$ cat src/inc/bma_cfg.svh
// Register offsets, field positions, reset values and timing counts of the bus arbiter
`ifndef BMA_CFG_SVH
`define BMA_CFG_SVH
// --------------------------------------------------
// Register word indices (byte address = 4 * index)
// --------------------------------------------------
`define BMA_IDX_REL_CTL 3'h0
`define BMA_IDX_ABW 3'h1
`define BMA_IDX_AST 3'h2
`define BMA_IDX_WCH 3'h3
`define BMA_IDX_WCL 3'h4
`define BMA_IDX_CSC 3'h5
`define BMA_IDX_STAT 3'h6
// --------------------------------------------------
// Field positions and reset values
// --------------------------------------------------
`define BMA_REL_EN_BIT 0
`define BMA_AHI_LSB 4
`define BMA_AHI_MSB 7
`define BMA_REL_CTL_RST 8'h00
`define BMA_ABW_RST 8'hFF
`define BMA_AST_RST 8'hFF
`define BMA_WC_RST 8'hFF
`define BMA_CSC_RST 8'h00
// --------------------------------------------------
// Timing counts in clock states
// --------------------------------------------------
`define BMA_REQ_LOW_SAMPLES 2'd2
`define BMA_REL_HIGH_SAMPLES 2'd2
`define BMA_EXT_HIGH_HOLD 2'd3
`define BMA_ACC_STATES 2'd3
`endif

$ cat src/inc/bma_pkg.sv
// Types shared by both ends of the bus arbiter link
package bma_pkg;
   // Current bus owner
   typedef enum logic [1:0] {
      BMA_OWN_CPU = 2'b00,
      BMA_OWN_DMA = 2'b01,
      BMA_OWN_REF = 2'b10,
      BMA_OWN_EXT = 2'b11
   } bma_owner_t;
   // External master phases
   typedef enum logic [1:0] {
      BMA_EM_IDLE = 2'b00,
      BMA_EM_REQ = 2'b01,
      BMA_EM_OWN = 2'b10,
      BMA_EM_HOLD = 2'b11
   } bma_em_state_t;
endpackage : bma_pkg

$ cat src/inc/bma_ext_if.sv
// Pin-level link between the arbiter device and an external bus master
`timescale 1ns/1ps
`default_nettype none
interface bma_ext_if;
   logic ext_bus_request_n; // Request, active low, from external master
   logic bus_ack_n; // Acknowledge, active low, from device
   logic [23:0] dev_addr; // Device address drive
   logic dev_addr_oe;
   logic [15:0] dev_data; // Device data drive
   logic dev_data_oe;
   logic [3:0] dev_strobe_n; // address, read, high write, low write strobes
   logic dev_strobe_oe;
   logic [7:0] chip_select_n; // Chip selects
   logic [7:0] chip_select_oe;
   logic [23:0] ext_addr; // External master drives
   logic ext_addr_oe;
   logic [15:0] ext_data;
   logic ext_data_oe;
   logic [3:0] ext_strobe_n;
   logic ext_strobe_oe;
   // Resolved wire levels; undriven lines idle high as with pull-ups
   logic [23:0] addr;
   logic [15:0] data;
   logic [3:0] strobe_n;
   assign addr = dev_addr_oe ? dev_addr : (ext_addr_oe ? ext_addr : 24'hFF_FFFF);
   assign data = dev_data_oe ? dev_data : (ext_data_oe ? ext_data : 16'hFFFF);
   assign strobe_n = dev_strobe_oe ? dev_strobe_n : (ext_strobe_oe ? ext_strobe_n : 4'hF);
   modport device (
      input ext_bus_request_n, data, strobe_n,
      output bus_ack_n, dev_addr, dev_addr_oe, dev_data, dev_data_oe,
      output dev_strobe_n, dev_strobe_oe, chip_select_n, chip_select_oe
   );
   modport master (
      input bus_ack_n, addr, data, strobe_n,
      output ext_bus_request_n, ext_addr, ext_addr_oe, ext_data, ext_data_oe,
      output ext_strobe_n, ext_strobe_oe
   );
endinterface : bma_ext_if
`default_nettype wire

$ cat src/hw/bma_device.sv
// Bus arbiter device end: four-master arbitration, pin release, register write timing
// Behaviour
// Fixed rank: external, refresh, DMA, CPU.
// Grant only highest; owner keeps bus while acknowledged.
// Evaluate always; switch only at release points.
// CPU yields at cycle boundary, not mid-word.
// CPU internal work or sleep: hand over immediately.
// DMA yields only after whole byte/word transfer.
// Refresh requests, releases at refresh end.
// External requests ignored unless release enable set.
// External master requests low, keeps until high.
// Released: float bus pins, drive acknowledge low.
// Sample request pin every rising clock edge.
// Two high samples end the release.
// At least three states from request to release.
// Master holds request until acknowledge low.
// Master holds request high three states minimum.
// Software clears release enable before standby.
// Width/state/wait writes apply next bus cycle.
// Chip-select function switches at write state three.
// Upper address function switches at write state three.
// CPU owns bus by default, no gap.
//
// Decided for this implementation: the placing of the registers and register access over Avalon-MM.
`timescale 1ns/1ps
`default_nettype none
`include "bma_cfg.svh"
module bma_device (
   input wire logic mclk_i,
   input wire logic srst_i,
   // Avalon-MM slave, word index address
   input wire logic [2:0] avs_address_i,
   input wire logic avs_read_i,
   input wire logic avs_write_i,
   input wire logic [31:0] avs_writedata_i,
   output logic [31:0] avs_readdata_o,
   output logic avs_waitrequest_o,
   // Internal masters
   input wire logic cpu_cycle_boundary_i,
   input wire logic cpu_internal_i,
   input wire logic dma_req_i,
   input wire logic dma_xfer_done_i,
   input wire logic refresh_req_i,
   input wire logic refresh_done_i,
   // Values the internal bus engine wants on the pins
   input wire logic [23:0] bus_addr_i,
   input wire logic [15:0] bus_data_i,
   input wire logic bus_data_drive_i,
   input wire logic [3:0] bus_strobe_n_i,
   input wire logic [7:0] bus_cs_n_i,
   // Grants
   output logic cpu_grant_o,
   output logic dma_grant_o,
   output logic refresh_grant_o,
   output logic ext_grant_o,
   // Settings in force
   output logic [7:0] bus_width_o,
   output logic [7:0] access_state_o,
   output logic [15:0] wait_control_o,
   output logic [3:0] addr_hi_enable_o,
   bma_ext_if.device pins
);
   // --------------------------------------------------
   // Registers
   // --------------------------------------------------
   logic [7:0] bus_release_control_reg; // Release enable and upper address function
   logic [7:0] bus_width_control_reg; // Staged values
   logic [7:0] access_state_control_reg;
   logic [7:0] wait_control_reg_hi;
   logic [7:0] wait_control_reg_lo;
   logic [7:0] chip_select_control_reg; // Per chip select output enable
   logic [1:0] acc_state_reg; // Access state counter, 0 = idle
   logic acc_state_t3; // Third state of an access
   logic bus_release_enable;
   assign bus_release_enable = bus_release_control_reg[`BMA_REL_EN_BIT];
   assign acc_state_t3 = (acc_state_reg == `BMA_ACC_STATES);
   // --------------------------------------------------
   // Bus access state sequence
   // --------------------------------------------------
   // Every access runs T1, T2, T3; waitrequest drops in T3
   always_ff @(posedge mclk_i) begin
      if (srst_i) begin
         acc_state_reg <= 2'd0;
      end else if (acc_state_t3) begin
         acc_state_reg <= 2'd0;
      end else if (avs_read_i || avs_write_i) begin
         acc_state_reg <= acc_state_reg + 2'd1;
      end
   end
   // Waitrequest from a flop: low only for the T3 cycle, high while idle
   always_ff @(posedge mclk_i) begin
      if (srst_i) begin
         avs_waitrequest_o <= 1'b1;
      end else begin
         avs_waitrequest_o <= !((avs_read_i || avs_write_i) && (acc_state_reg == (`BMA_ACC_STATES - 2'd1)));
      end
   end
   // Register writes land in T3; pin-function registers act from here on
   always_ff @(posedge mclk_i) begin
      if (srst_i) begin
         bus_release_control_reg <= `BMA_REL_CTL_RST;
         bus_width_control_reg <= `BMA_ABW_RST;
         access_state_control_reg <= `BMA_AST_RST;
         wait_control_reg_hi <= `BMA_WC_RST;
         wait_control_reg_lo <= `BMA_WC_RST;
         chip_select_control_reg <= `BMA_CSC_RST;
      end else if (avs_write_i && acc_state_t3) begin
         if (avs_address_i == `BMA_IDX_REL_CTL) begin
            bus_release_control_reg <= avs_writedata_i[7:0];
         end else if (avs_address_i == `BMA_IDX_ABW) begin
            bus_width_control_reg <= avs_writedata_i[7:0];
         end else if (avs_address_i == `BMA_IDX_AST) begin
            access_state_control_reg <= avs_writedata_i[7:0];
         end else if (avs_address_i == `BMA_IDX_WCH) begin
            wait_control_reg_hi <= avs_writedata_i[7:0];
         end else if (avs_address_i == `BMA_IDX_WCL) begin
            wait_control_reg_lo <= avs_writedata_i[7:0];
         end else if (avs_address_i == `BMA_IDX_CSC) begin
            chip_select_control_reg <= avs_writedata_i[7:0];
         end
      end
   end
   // Staged settings move into force only at the next cycle boundary
   always_ff @(posedge mclk_i) begin
      if (srst_i) begin
         bus_width_o <= `BMA_ABW_RST;
         access_state_o <= `BMA_AST_RST;
         wait_control_o <= {`BMA_WC_RST, `BMA_WC_RST};
      end else if (cpu_cycle_boundary_i) begin
         bus_width_o <= bus_width_control_reg;
         access_state_o <= access_state_control_reg;
         wait_control_o <= {wait_control_reg_hi, wait_control_reg_lo};
      end
   end
   // --------------------------------------------------
   // External request sampling
   // --------------------------------------------------
   logic [1:0] req_low_cnt_reg; // Consecutive low samples, saturating
   logic [1:0] req_high_cnt_reg; // Consecutive high samples, saturating
   always_ff @(posedge mclk_i) begin
      if (srst_i) begin
         req_low_cnt_reg <= 2'd0;
         req_high_cnt_reg <= 2'd0;
      end else if (!pins.ext_bus_request_n) begin
         req_high_cnt_reg <= 2'd0;
         if (req_low_cnt_reg != 2'd3) begin
            req_low_cnt_reg <= req_low_cnt_reg + 2'd1;
         end
      end else begin
         req_low_cnt_reg <= 2'd0;
         if (req_high_cnt_reg != 2'd3) begin
            req_high_cnt_reg <= req_high_cnt_reg + 2'd1;
         end
      end
   end
   // Two low samples plus the owner flop give three states before release
   logic ext_pending;
   assign ext_pending = bus_release_enable && (req_low_cnt_reg >= `BMA_REQ_LOW_SAMPLES);
   // --------------------------------------------------
   // Arbitration
   // --------------------------------------------------
   bma_pkg::bma_owner_t owner_reg;
   bma_pkg::bma_owner_t owner_next;
   logic release_ok; // Current owner at a release point
   logic [7:0] status_word;
   // Release point of each owner
   always_comb begin
      case (owner_reg)
         bma_pkg::BMA_OWN_CPU: release_ok = cpu_cycle_boundary_i || cpu_internal_i;
         bma_pkg::BMA_OWN_DMA: release_ok = dma_xfer_done_i || !dma_req_i;
         bma_pkg::BMA_OWN_REF: release_ok = refresh_done_i || !refresh_req_i;
         default: release_ok = (req_high_cnt_reg >= `BMA_REL_HIGH_SAMPLES);
      endcase
   end
   // Fixed priority pick, CPU as fallback
   always_comb begin
      owner_next = owner_reg;
      if (release_ok) begin
         if (ext_pending) begin
            owner_next = bma_pkg::BMA_OWN_EXT;
         end else if (refresh_req_i && !refresh_done_i) begin
            owner_next = bma_pkg::BMA_OWN_REF;
         end else if (dma_req_i) begin
            owner_next = bma_pkg::BMA_OWN_DMA;
         end else begin
            owner_next = bma_pkg::BMA_OWN_CPU;
         end
      end
   end
   // Owner and grants; outputs registered from the next owner
   always_ff @(posedge mclk_i) begin
      if (srst_i) begin
         owner_reg <= bma_pkg::BMA_OWN_CPU;
         cpu_grant_o <= 1'b1;
         dma_grant_o <= 1'b0;
         refresh_grant_o <= 1'b0;
         ext_grant_o <= 1'b0;
      end else begin
         owner_reg <= owner_next;
         cpu_grant_o <= (owner_next == bma_pkg::BMA_OWN_CPU);
         dma_grant_o <= (owner_next == bma_pkg::BMA_OWN_DMA);
         refresh_grant_o <= (owner_next == bma_pkg::BMA_OWN_REF);
         ext_grant_o <= (owner_next == bma_pkg::BMA_OWN_EXT);
      end
   end
   // --------------------------------------------------
   // Pins
   // --------------------------------------------------
   // Pins float and acknowledge goes low while the external master owns the bus
   always_ff @(posedge mclk_i) begin
      if (srst_i) begin
         pins.bus_ack_n <= 1'b1;
         pins.dev_addr <= 24'hFF_FFFF;
         pins.dev_addr_oe <= 1'b1;
         pins.dev_data <= 16'h0000;
         pins.dev_data_oe <= 1'b0;
         pins.dev_strobe_n <= 4'hF;
         pins.dev_strobe_oe <= 1'b1;
         pins.chip_select_n <= 8'hFF;
         pins.chip_select_oe <= 8'h00;
         addr_hi_enable_o <= 4'h0;
      end else begin
         pins.bus_ack_n <= (owner_next != bma_pkg::BMA_OWN_EXT);
         pins.dev_addr <= bus_addr_i;
         pins.dev_addr_oe <= (owner_next != bma_pkg::BMA_OWN_EXT);
         pins.dev_data <= bus_data_i;
         pins.dev_data_oe <= bus_data_drive_i && (owner_next != bma_pkg::BMA_OWN_EXT);
         pins.dev_strobe_n <= bus_strobe_n_i;
         pins.dev_strobe_oe <= (owner_next != bma_pkg::BMA_OWN_EXT);
         pins.chip_select_n <= bus_cs_n_i;
         // Chip-select function follows its control register, floated on release
         pins.chip_select_oe <= (owner_next == bma_pkg::BMA_OWN_EXT) ? 8'h00 : chip_select_control_reg;
         addr_hi_enable_o <= bus_release_control_reg[`BMA_AHI_MSB:`BMA_AHI_LSB];
      end
   end
   // --------------------------------------------------
   // Read path
   // --------------------------------------------------
   assign status_word = {4'h0, 1'b0, pins.bus_ack_n, owner_reg};
   // Read data registered, valid in T3; unmapped reads give zero
   always_ff @(posedge mclk_i) begin
      if (srst_i) begin
         avs_readdata_o <= 32'h0000_0000;
      end else if (avs_read_i) begin
         if (avs_address_i == `BMA_IDX_REL_CTL) begin
            avs_readdata_o <= {24'h00_0000, bus_release_control_reg};
         end else if (avs_address_i == `BMA_IDX_ABW) begin
            avs_readdata_o <= {24'h00_0000, bus_width_control_reg};
         end else if (avs_address_i == `BMA_IDX_AST) begin
            avs_readdata_o <= {24'h00_0000, access_state_control_reg};
         end else if (avs_address_i == `BMA_IDX_WCH) begin
            avs_readdata_o <= {24'h00_0000, wait_control_reg_hi};
         end else if (avs_address_i == `BMA_IDX_WCL) begin
            avs_readdata_o <= {24'h00_0000, wait_control_reg_lo};
         end else if (avs_address_i == `BMA_IDX_CSC) begin
            avs_readdata_o <= {24'h00_0000, chip_select_control_reg};
         end else if (avs_address_i == `BMA_IDX_STAT) begin
            avs_readdata_o <= {24'h00_0000, status_word};
         end else begin
            avs_readdata_o <= 32'h0000_0000;
         end
      end
   end
endmodule : bma_device
`default_nettype wire

$ cat src/flat_wrapper.sv
// flat-port wrapper written by rule: the top's interface ports become plain ports
module bma_device_flat 
  (mclk_i, srst_i, avs_address_i, avs_read_i, avs_write_i, avs_writedata_i, avs_readdata_o, avs_waitrequest_o, cpu_cycle_boundary_i, cpu_internal_i, dma_req_i, dma_xfer_done_i, refresh_req_i, refresh_done_i, bus_addr_i, bus_data_i, bus_data_drive_i, bus_strobe_n_i, bus_cs_n_i, cpu_grant_o, dma_grant_o, refresh_grant_o, ext_grant_o, bus_width_o, access_state_o, wait_control_o, addr_hi_enable_o, pins_ext_bus_request_n, pins_bus_ack_n, pins_dev_addr, pins_dev_addr_oe, pins_dev_data, pins_dev_data_oe, pins_dev_strobe_n, pins_dev_strobe_oe, pins_chip_select_n, pins_chip_select_oe);
  bma_ext_if pins_i ();
  input wire logic mclk_i;
  input wire logic srst_i;
  input wire logic [2:0] avs_address_i;
  input wire logic avs_read_i;
  input wire logic avs_write_i;
  input wire logic [31:0] avs_writedata_i;
  output logic [31:0] avs_readdata_o;
  output logic avs_waitrequest_o;
  input wire logic cpu_cycle_boundary_i;
  input wire logic cpu_internal_i;
  input wire logic dma_req_i;
  input wire logic dma_xfer_done_i;
  input wire logic refresh_req_i;
  input wire logic refresh_done_i;
  input wire logic [23:0] bus_addr_i;
  input wire logic [15:0] bus_data_i;
  input wire logic bus_data_drive_i;
  input wire logic [3:0] bus_strobe_n_i;
  input wire logic [7:0] bus_cs_n_i;
  output logic cpu_grant_o;
  output logic dma_grant_o;
  output logic refresh_grant_o;
  output logic ext_grant_o;
  output logic [7:0] bus_width_o;
  output logic [7:0] access_state_o;
  output logic [15:0] wait_control_o;
  output logic [3:0] addr_hi_enable_o;
  input wire logic [$bits(pins_i.ext_bus_request_n)-1:0] pins_ext_bus_request_n;
  output wire logic [$bits(pins_i.bus_ack_n)-1:0] pins_bus_ack_n;
  output wire logic [$bits(pins_i.dev_addr)-1:0] pins_dev_addr;
  output wire logic [$bits(pins_i.dev_addr_oe)-1:0] pins_dev_addr_oe;
  output wire logic [$bits(pins_i.dev_data)-1:0] pins_dev_data;
  output wire logic [$bits(pins_i.dev_data_oe)-1:0] pins_dev_data_oe;
  output wire logic [$bits(pins_i.dev_strobe_n)-1:0] pins_dev_strobe_n;
  output wire logic [$bits(pins_i.dev_strobe_oe)-1:0] pins_dev_strobe_oe;
  output wire logic [$bits(pins_i.chip_select_n)-1:0] pins_chip_select_n;
  output wire logic [$bits(pins_i.chip_select_oe)-1:0] pins_chip_select_oe;
  assign pins_i.ext_bus_request_n = pins_ext_bus_request_n;
  assign pins_bus_ack_n = pins_i.bus_ack_n;
  assign pins_dev_addr = pins_i.dev_addr;
  assign pins_dev_addr_oe = pins_i.dev_addr_oe;
  assign pins_dev_data = pins_i.dev_data;
  assign pins_dev_data_oe = pins_i.dev_data_oe;
  assign pins_dev_strobe_n = pins_i.dev_strobe_n;
  assign pins_dev_strobe_oe = pins_i.dev_strobe_oe;
  assign pins_chip_select_n = pins_i.chip_select_n;
  assign pins_chip_select_oe = pins_i.chip_select_oe;
  bma_device u_core (.mclk_i(mclk_i), .srst_i(srst_i), .avs_address_i(avs_address_i), .avs_read_i(avs_read_i), .avs_write_i(avs_write_i), .avs_writedata_i(avs_writedata_i), .avs_readdata_o(avs_readdata_o), .avs_waitrequest_o(avs_waitrequest_o), .cpu_cycle_boundary_i(cpu_cycle_boundary_i), .cpu_internal_i(cpu_internal_i), .dma_req_i(dma_req_i), .dma_xfer_done_i(dma_xfer_done_i), .refresh_req_i(refresh_req_i), .refresh_done_i(refresh_done_i), .bus_addr_i(bus_addr_i), .bus_data_i(bus_data_i), .bus_data_drive_i(bus_data_drive_i), .bus_strobe_n_i(bus_strobe_n_i), .bus_cs_n_i(bus_cs_n_i), .cpu_grant_o(cpu_grant_o), .dma_grant_o(dma_grant_o), .refresh_grant_o(refresh_grant_o), .ext_grant_o(ext_grant_o), .bus_width_o(bus_width_o), .access_state_o(access_state_o), .wait_control_o(wait_control_o), .addr_hi_enable_o(addr_hi_enable_o), .pins(pins_i));
endmodule
$ cat config.mk
export PLATFORM = sky130hd
export DESIGN_NAME = bma_device_flat
export DESIGN_NICKNAME = d
export VERILOG_FILES = /design/src/inc/bma_pkg.sv /design/src/inc/bma_ext_if.sv /design/src/hw/bma_device.sv /design/src/flat_wrapper.sv
export VERILOG_INCLUDE_DIRS = /design/src /design/src/inc
export SDC_FILE = /design/constraint.sdc
export NUM_CORES = 1
export LEC_CHECK = 0
export ABC_CLOCK_PERIOD_IN_PS = 1540
export CAP_MARGIN = 20
export CORE_ASPECT_RATIO = 0.6
export CORE_UTILIZATION = 59
export CTS_BUF_LIST = sky130_fd_sc_hd__clkbuf_4 sky130_fd_sc_hd__clkbuf_8
export CTS_CLUSTER_DIAMETER = 150
export DETAILED_ROUTE_END_ITERATION = 8
export DONT_BUFFER_PORTS = 1
export PLACE_DENSITY = 0.74
export SLEW_MARGIN = 20
export SYNTH_ARGS = -nofsm -noshare
export SYNTH_HDL_FRONTEND = slang
export SYNTH_SLANG_ARGS = --single-unit
$ cat constraint.sdc
create_clock -name mclk_i -period 1.54 [get_ports mclk_i]
set_input_delay 0.077 -clock mclk_i [delete_from_list [all_inputs] [get_ports mclk_i]]
set_output_delay 0.077 -clock mclk_i [all_outputs]
set_load 0.05 [all_outputs]
==> metrics.md, run 1 <==
| Metric | Value |
|---|---|
| Post-route DRC violation count | 0 |
| Number of flip-flops under the largest register name | 24 |
| CTS Buffer Depth | 2 |
| Final setup margin | -13.96 ps |
| Worst-path clk slew | 90 ps |
| Slowest CP cell | dfxtp_4 |
| Via count | 5,267 |
| Arr. time, crit path | 1890 ps |
| Status | finished, violations left |
| GPL Wtd Cong | 0.8697 |
| Post-route clock period utilization | 100.9% |
| # nets final | 891 |
| Predominant post-synthesis flop cell | dfxtp_1 |
| H-tree depth | 4 |
| Wirelength per Cell | 18.89 µm |
| Hold crit path type | input port to flop |
| Port-buffer cells | 0 |
| Yosys warns | 0 |
| Number of synthesized flops with an enable pin | 0 |
| Util after Layout | 83.73% |
| Die width | 135.1 µm |
| CTS tree | done |
| Peak fanout along the critical path | 16 |
| Power, Total | 0.009107 W |
| Syn Inst Count | 614 |
| Worst vdd ir | 0.8272 mV |
| Total GRT Usage | 29.57% |
| Synth Register Bits | 167 |
| Min Tclk post-route | 1554 ps |
| CP Depth | 5 |
| Unrepaired setup endpoints after global routing | true |
| DR pass1 iterations | 5 |
| Worst Path Buf+Inv | 1 |
| Register area | 0.003356 mm² |
| Most frequent cells after synthesis | dfxtp_1 (167), nor2b_1 (71), a211o_1 (64) |
| Initial core utilization | 62.17% |
| Largest registers | u_core.pins.dev_addr: 24 flops, u_core.pins.dev_data: 16 flops, u_core.wait_control_o: 16 flops |
| Most frequent cell after synthesis | dfxtp_1 |
| Top cell type's share of synthesized area | 53.30% |
| Worst EP required | 1880 ps |
| Setup TNS | -57.33 ps |
| Place WS | -132.6 ps |
| # diodes | 0 |
| R2R depth | 5 |
| LEAKAGE | 3.322 nW |
| Largest net degree at the start of global routing | 157 |
| Sequential area share after synthesis | 53.30% |
| Hold WS | -269.5 ps |
| Drt total wl | 17,640 µm |
| Max-slew headroom | 59.66% |
| CORE AREA | 0.01009 mm² |
| Critical path class | flop to flop |
| Die ar. | 0.01106 mm² |
| Largest Register | u_core.pins.dev_addr |
| Post-synth cell types | 46 |
| Total grt overflow | 0 |
| Initial antenna violation count | 0 |
| Post-route ant nets | 0 |
| Final setup skew | 12.20 ps |
| Site Rows | 28 |
| Placed Cells | 756 |
| Power per cell area | 1078 mW/mm² |
| Largest cells by area after synthesis | dfxtp_1 (53%), a211o_1 (8.9%), nor2b_1 (7.1%) |
| Clock Sink Count | 167 |
| Area of the multi-input gates | 0.002640 mm² |
| Vias in the first global route | 4,715 |
| Worst path max stage delay | 360 ps |
| Critical path capture point type | flop |
| Syn-to-layout area delta | 34.69% |
| IO Count | 236 |
| Final std cells w/o fill | 934 |
| Worst skew pair latency | 450 ps |
| Worst-Margin Slew | 605.2 ps |
| Die height | 81.87 µm |
| CP most frequent cell | and3b_2 |
| Fill count | 579 |
| Max Cap Viol | 0 |
| Final Max Slew Viols | 0 |
| Clock root cell | clkbuf_8 |
| Post-DP HPWL | 9793 µm |
| Inserted Clock Buffers | 17 |
| CP delay by family, top | simple AND/OR/NAND/NOR gates |
| CP Cell Sequence | ha_4 -> and3b_2 -> and3b_2 -> buf_12 -> a211o_1 |
| Iteration-0 DRC count of the detailed router | 363 |
| Layout cells sized above 1 | 18.65% |
| Maximum clock frequency | 643.5 MHz |
| Yosys top cell by area | dfxtp_1 |
| WHS Path Cells | 1 |
| Failing checks | negative hold slack, negative setup slack |
| Async SR Flop Fraction | 0% |
| Syn Area/Cell | 10.22 µm² |
| Final-report hold violation count | 11 |
| First-pass GRT wire length | 24,430 µm |
| Worst setup SP type | flop |
| Final setup fails | 5 |
| Average vias per placed instance | 5.639 |
| Synth Cell Area | 0.006272 mm² |
[path summary, 6_finish.rpt]
check | startpoint | end | slack (ps)
setup / recovery | u_core.acc_state_reg[1] | u_core.access_state_control_reg[5] | -10
setup reg to reg | u_core.acc_state_reg[1] | u_core.access_state_control_reg[5] | -10
hold reg to reg | u_core.bus_release_control_reg[3] | u_core.bus_release_control_reg[3] | 470
hold / removal | avs_read_i | u_core.avs_readdata_o[7] | -270
[layout make-up]
class	instances	share of cell area, %
timing repair buffer	194	21.87
clock inverter	10	1.140
tap	135	1.999
sequential	167	39.72
multi-input combinational	393	31.25
clock buffer	22	3.436
inverter	13	0.5776
[logic make-up after synthesis]
kind of cell               synth area share (%)
AOI/OAI and AO/OA                         14.30
xor gates and xnor gates                 0.4190
adders and majority gates                 1.197
buffers and inverters                     7.181
DFF                                       53.30
muxes                                     3.750
other                                   0.05979
and+or+nand+nor                           19.79
[per-layer routing]
metal / track usage, % / share of wire [%]
met3: 9.506 / 9.6
met1: 36.48 / 41
met2: 47.49 / 48
met5: 0 / 0
met4: 13.93 / 1.7
[timing repair]
| item | CTS | global route |
|---|---|---|
| pin swaps | 5 | 5 |
| gates cloned | 0 | 2 |
| endpoints found under the setup margin | 27 | 40 |
| hold buffers | 113 | 28 |
| buffers inserted | 1 | 2 |
| endpoints found under the hold margin | 166 | 87 |
| resized for setup | 6 | 16 |
[per-stage QoR]
stage / cell area [µm²] / hold WS [ps]
after floorplan: 6361 / 153.8
after global placement: 6523 / 155.6
after detailed placement: 6523 / 156.2
after CTS: 8069 / -318.6
after global routing: 8448 / -277.2
final: 8448 / -269.5
[power breakdown]
group | total, W | internal [W] | switching [W]
clock network | 0.00303 | 0.00145 | 0.00159
registers | 0.00490 | 0.00448 | 0.000421
logic | 0.00117 | 0.000533 | 0.000636
total | 0.00911 | 0.00646 | 0.00264
[placed cells by master, fill, tap and decap left out, drive strengths merged, types with 19 or more instances in the layout]
cell type	count
or2	38
nor2	37
mux2i	19
a211o	64
nor2b	71
conb	24
dlygate4sd3	139
dfxtp	167
a21oi	24
buf	55
nand2	20
clkbuf	22
Note: power is estimated with default switching activity, not from simulation.
==> run 2, diff against run 1 <==
Settings changed: CORE_ASPECT_RATIO 0.6 to unset.
==> run 2 against run 1 <==
Compared with the run above: the flow finishes with violations (negative hold slack); routed wire length is 0.75% higher; hold slack improved by 3.5 ps; highest routed layer unchanged; first-iteration DRC count up 5.5%; clock skew shrank 0.51 ps; power rose by 3.1%; cell area grew 1.2%; register-to-register slack better by 40 ps; global-route usage increased by 2.7 points; setup slack improved by 36 ps.
==> metrics.md, run 2 (synthesis results as in run 1) <==
| Metric | Value |
|---|---|
| Drt total wl | 17,780 µm (was 17,640 µm) |
| Vias in the first global route | 4,990 (was 4,715) |
| IO Count | 236 (unchanged) |
| Average vias per placed instance | 5.461 (was 5.639) |
| Arr. time, crit path | 1840 ps (was 1890 ps) |
| Hold WS | -266.0 ps (was -269.5 ps) |
| Post-route clock period utilization | 98.58% (was 100.9%) |
| Setup TNS | 0 ps (was -57.33 ps) |
| Total grt overflow | 0 (unchanged) |
| Worst EP required | 1860 ps (was 1880 ps) |
| Final Max Slew Viols | 0 (unchanged) |
| Clock Sink Count | 167 (unchanged) |
| Largest net degree at the start of global routing | 84 (was 157) |
| Initial antenna violation count | 0 (unchanged) |
| Util after Layout | 82.78% (was 83.73%) |
| Syn-to-layout area delta | 36.25% (was 34.69%) |
| Area of the multi-input gates | 0.002619 mm² (was 0.002640 mm²) |
| CTS tree | done (unchanged) |
| Wirelength per Cell | 18.87 µm (was 18.89 µm) |
| Die ar. | 0.01105 mm² (was 0.01106 mm²) |
| Status | finished, violations left (unchanged) |
| Power per cell area | 1099 mW/mm² (was 1078 mW/mm²) |
| Post-route ant nets | 0 (unchanged) |
| DR pass1 iterations | 5 (unchanged) |
| Post-route DRC violation count | 0 (unchanged) |
| H-tree depth | 4 (unchanged) |
| Worst-Margin Slew | 932.0 ps (was 605.2 ps) |
| Worst-path clk slew | 80 ps (was 90 ps) |
| Critical path capture point type | flop (unchanged) |
| First-pass GRT wire length | 27,350 µm (was 24,430 µm) |
| Cts hold-fix bufs | 143 (was 113) |
| Most frequent cells in the layout | dfxtp_1 (155), dlygate4sd3_1 (142), nor2b_1 (71), a211o_1 (64), buf_4 (56) (was dfxtp_1 (161), dlygate4sd3_1 (139), nor2b_1 (71), a211o_1 (64), buf_4 (49)) |
| # diodes | 0 (unchanged) |
| Commonest non-fill, non-tap cell in the layout | dfxtp_1 (unchanged) |
| Worst skew pair latency | 440 ps (was 450 ps) |
| Clock root cell | clkbuf_8 (unchanged) |
| Hold crit path type | input port to flop (unchanged) |
| Fill count | 584 (was 579) |
| Max Cap Viol | 0 (unchanged) |
| CORE AREA | 0.01032 mm² (was 0.01009 mm²) |
| Max-slew headroom | 37.66% (was 59.66%) |
| CTS Buffer Depth | 2 (unchanged) |
| Layout cells sized above 1 | 19.48% (was 18.65%) |
| Final setup fails | 0 (was 5) |
| Critical path class | flop to flop (unchanged) |
| Largest registers | u_core.pins.dev_addr: 24 flops, u_core.pins.dev_data: 16 flops, u_core.wait_control_o: 16 flops (unchanged) |
| Worst setup SP type | flop (unchanged) |
| # nets final | 899 (was 891) |
| Min Tclk post-route | 1518 ps (was 1554 ps) |
| Unrepaired setup endpoints after global routing | true (unchanged) |
| Die height | 105.1 µm (was 81.87 µm) |
| Largest Register | u_core.pins.dev_addr (unchanged) |
| Final setup skew | 11.69 ps (was 12.20 ps) |
| Maximum clock frequency | 658.7 MHz (was 643.5 MHz) |
| Initial core utilization | 60.76% (was 62.17%) |
| Register area | 0.003358 mm² (was 0.003356 mm²) |
| Port-buffer cells | 0 (unchanged) |
| Inserted Clock Buffers | 17 (unchanged) |
| Site Rows | 37 (was 28) |
| Iteration-0 DRC count of the detailed router | 383 (was 363) |
| LEAKAGE | 3.385 nW (was 3.322 nW) |
| GPL Wtd Cong | 0.8931 (was 0.8697) |
| Peak fanout along the critical path | 16 (unchanged) |
| Failing checks | negative hold slack (was negative hold slack, negative setup slack) |
| Final-report hold violation count | 7 (was 11) |
| Via count | 5,144 (was 5,267) |
| Die width | 105.1 µm (was 135.1 µm) |
| Number of flip-flops under the largest register name | 24 (unchanged) |
| Total GRT Usage | 32.26% (was 29.57%) |
| Post-DP HPWL | 9628 µm (was 9793 µm) |
| Worst vdd ir | 0.6170 mV (was 0.8272 mV) |
run 2: cell type report:
class | count | share of cell area (%)
clock buffers | 19 | 3.060
clock inverters | 12 | 1.962
inverters | 13 | 0.5710
multi-input cells | 393 | 30.64
flip-flops and latches | 167 | 39.30
well taps | 136 | 1.991
repair buffers | 202 | 22.47
run 2: timing repair:
item                                    CTS  global route
endpoints found under the hold margin   166             6
endpoints found under the setup margin   25            46
pin swaps                                 2             5
resized for setup                         2            22
setup buffers                             1             2
cloned                                    0             1
run 2: final timing paths:
| path | from | to | slack [ps] | cells past startpoint |
|---|---|---|---|---|
| worst min register to register | u_core.chip_select_control_reg[3] | u_core.pins.chip_select_oe[3] | 470 | 1 |
| worst max-delay path | u_core.acc_state_reg[0] | u_core.access_state_control_reg[0] | 20 | 6 |
| worst max register to register | u_core.acc_state_reg[0] | u_core.access_state_control_reg[0] | 20 | 6 |
| worst min-delay path | avs_read_i | u_core.avs_readdata_o[7] | -270 | 1 |
run 2: routing by layer:
metal	share of wire [%]	global-route usage, %	vias up
met5	0	0	-
met4	3.6	14.79	0
met3	7.5	7.860	49
met2	49	55.06	238
met1	40	38.25	2448
li1	-	-	2409
run 2: report_power, final:
group / leakage [nW] / internal [W] / switching, W
logic: 1.81 / 0.000543 / 0.000668
registers: 1.37 / 0.00448 / 0.000388
clock network: 0.207 / 0.00171 / 0.00160
run 2: metrics by stage:
stage	instance area [µm²]	power [W]	worst slack (ps)	instances
finish	8546	0.009389	21.84	942
global route	8546	0.009686	-9.815	942
CTS	8464	0.009366	7.448	939
detailed placement	6576	0.005766	-44.10	764
global placement	6576	0.005740	4.098	764
floorplan	6361	0.005719	3.653	637
run 2: critical path: stages (launching register included):
cell	delay [ps]
dfxtp_2	360
ha_4	130
and3b_2	240
and3b_2	230
buf_12	140
nor2b_1	50
a211o_1	260
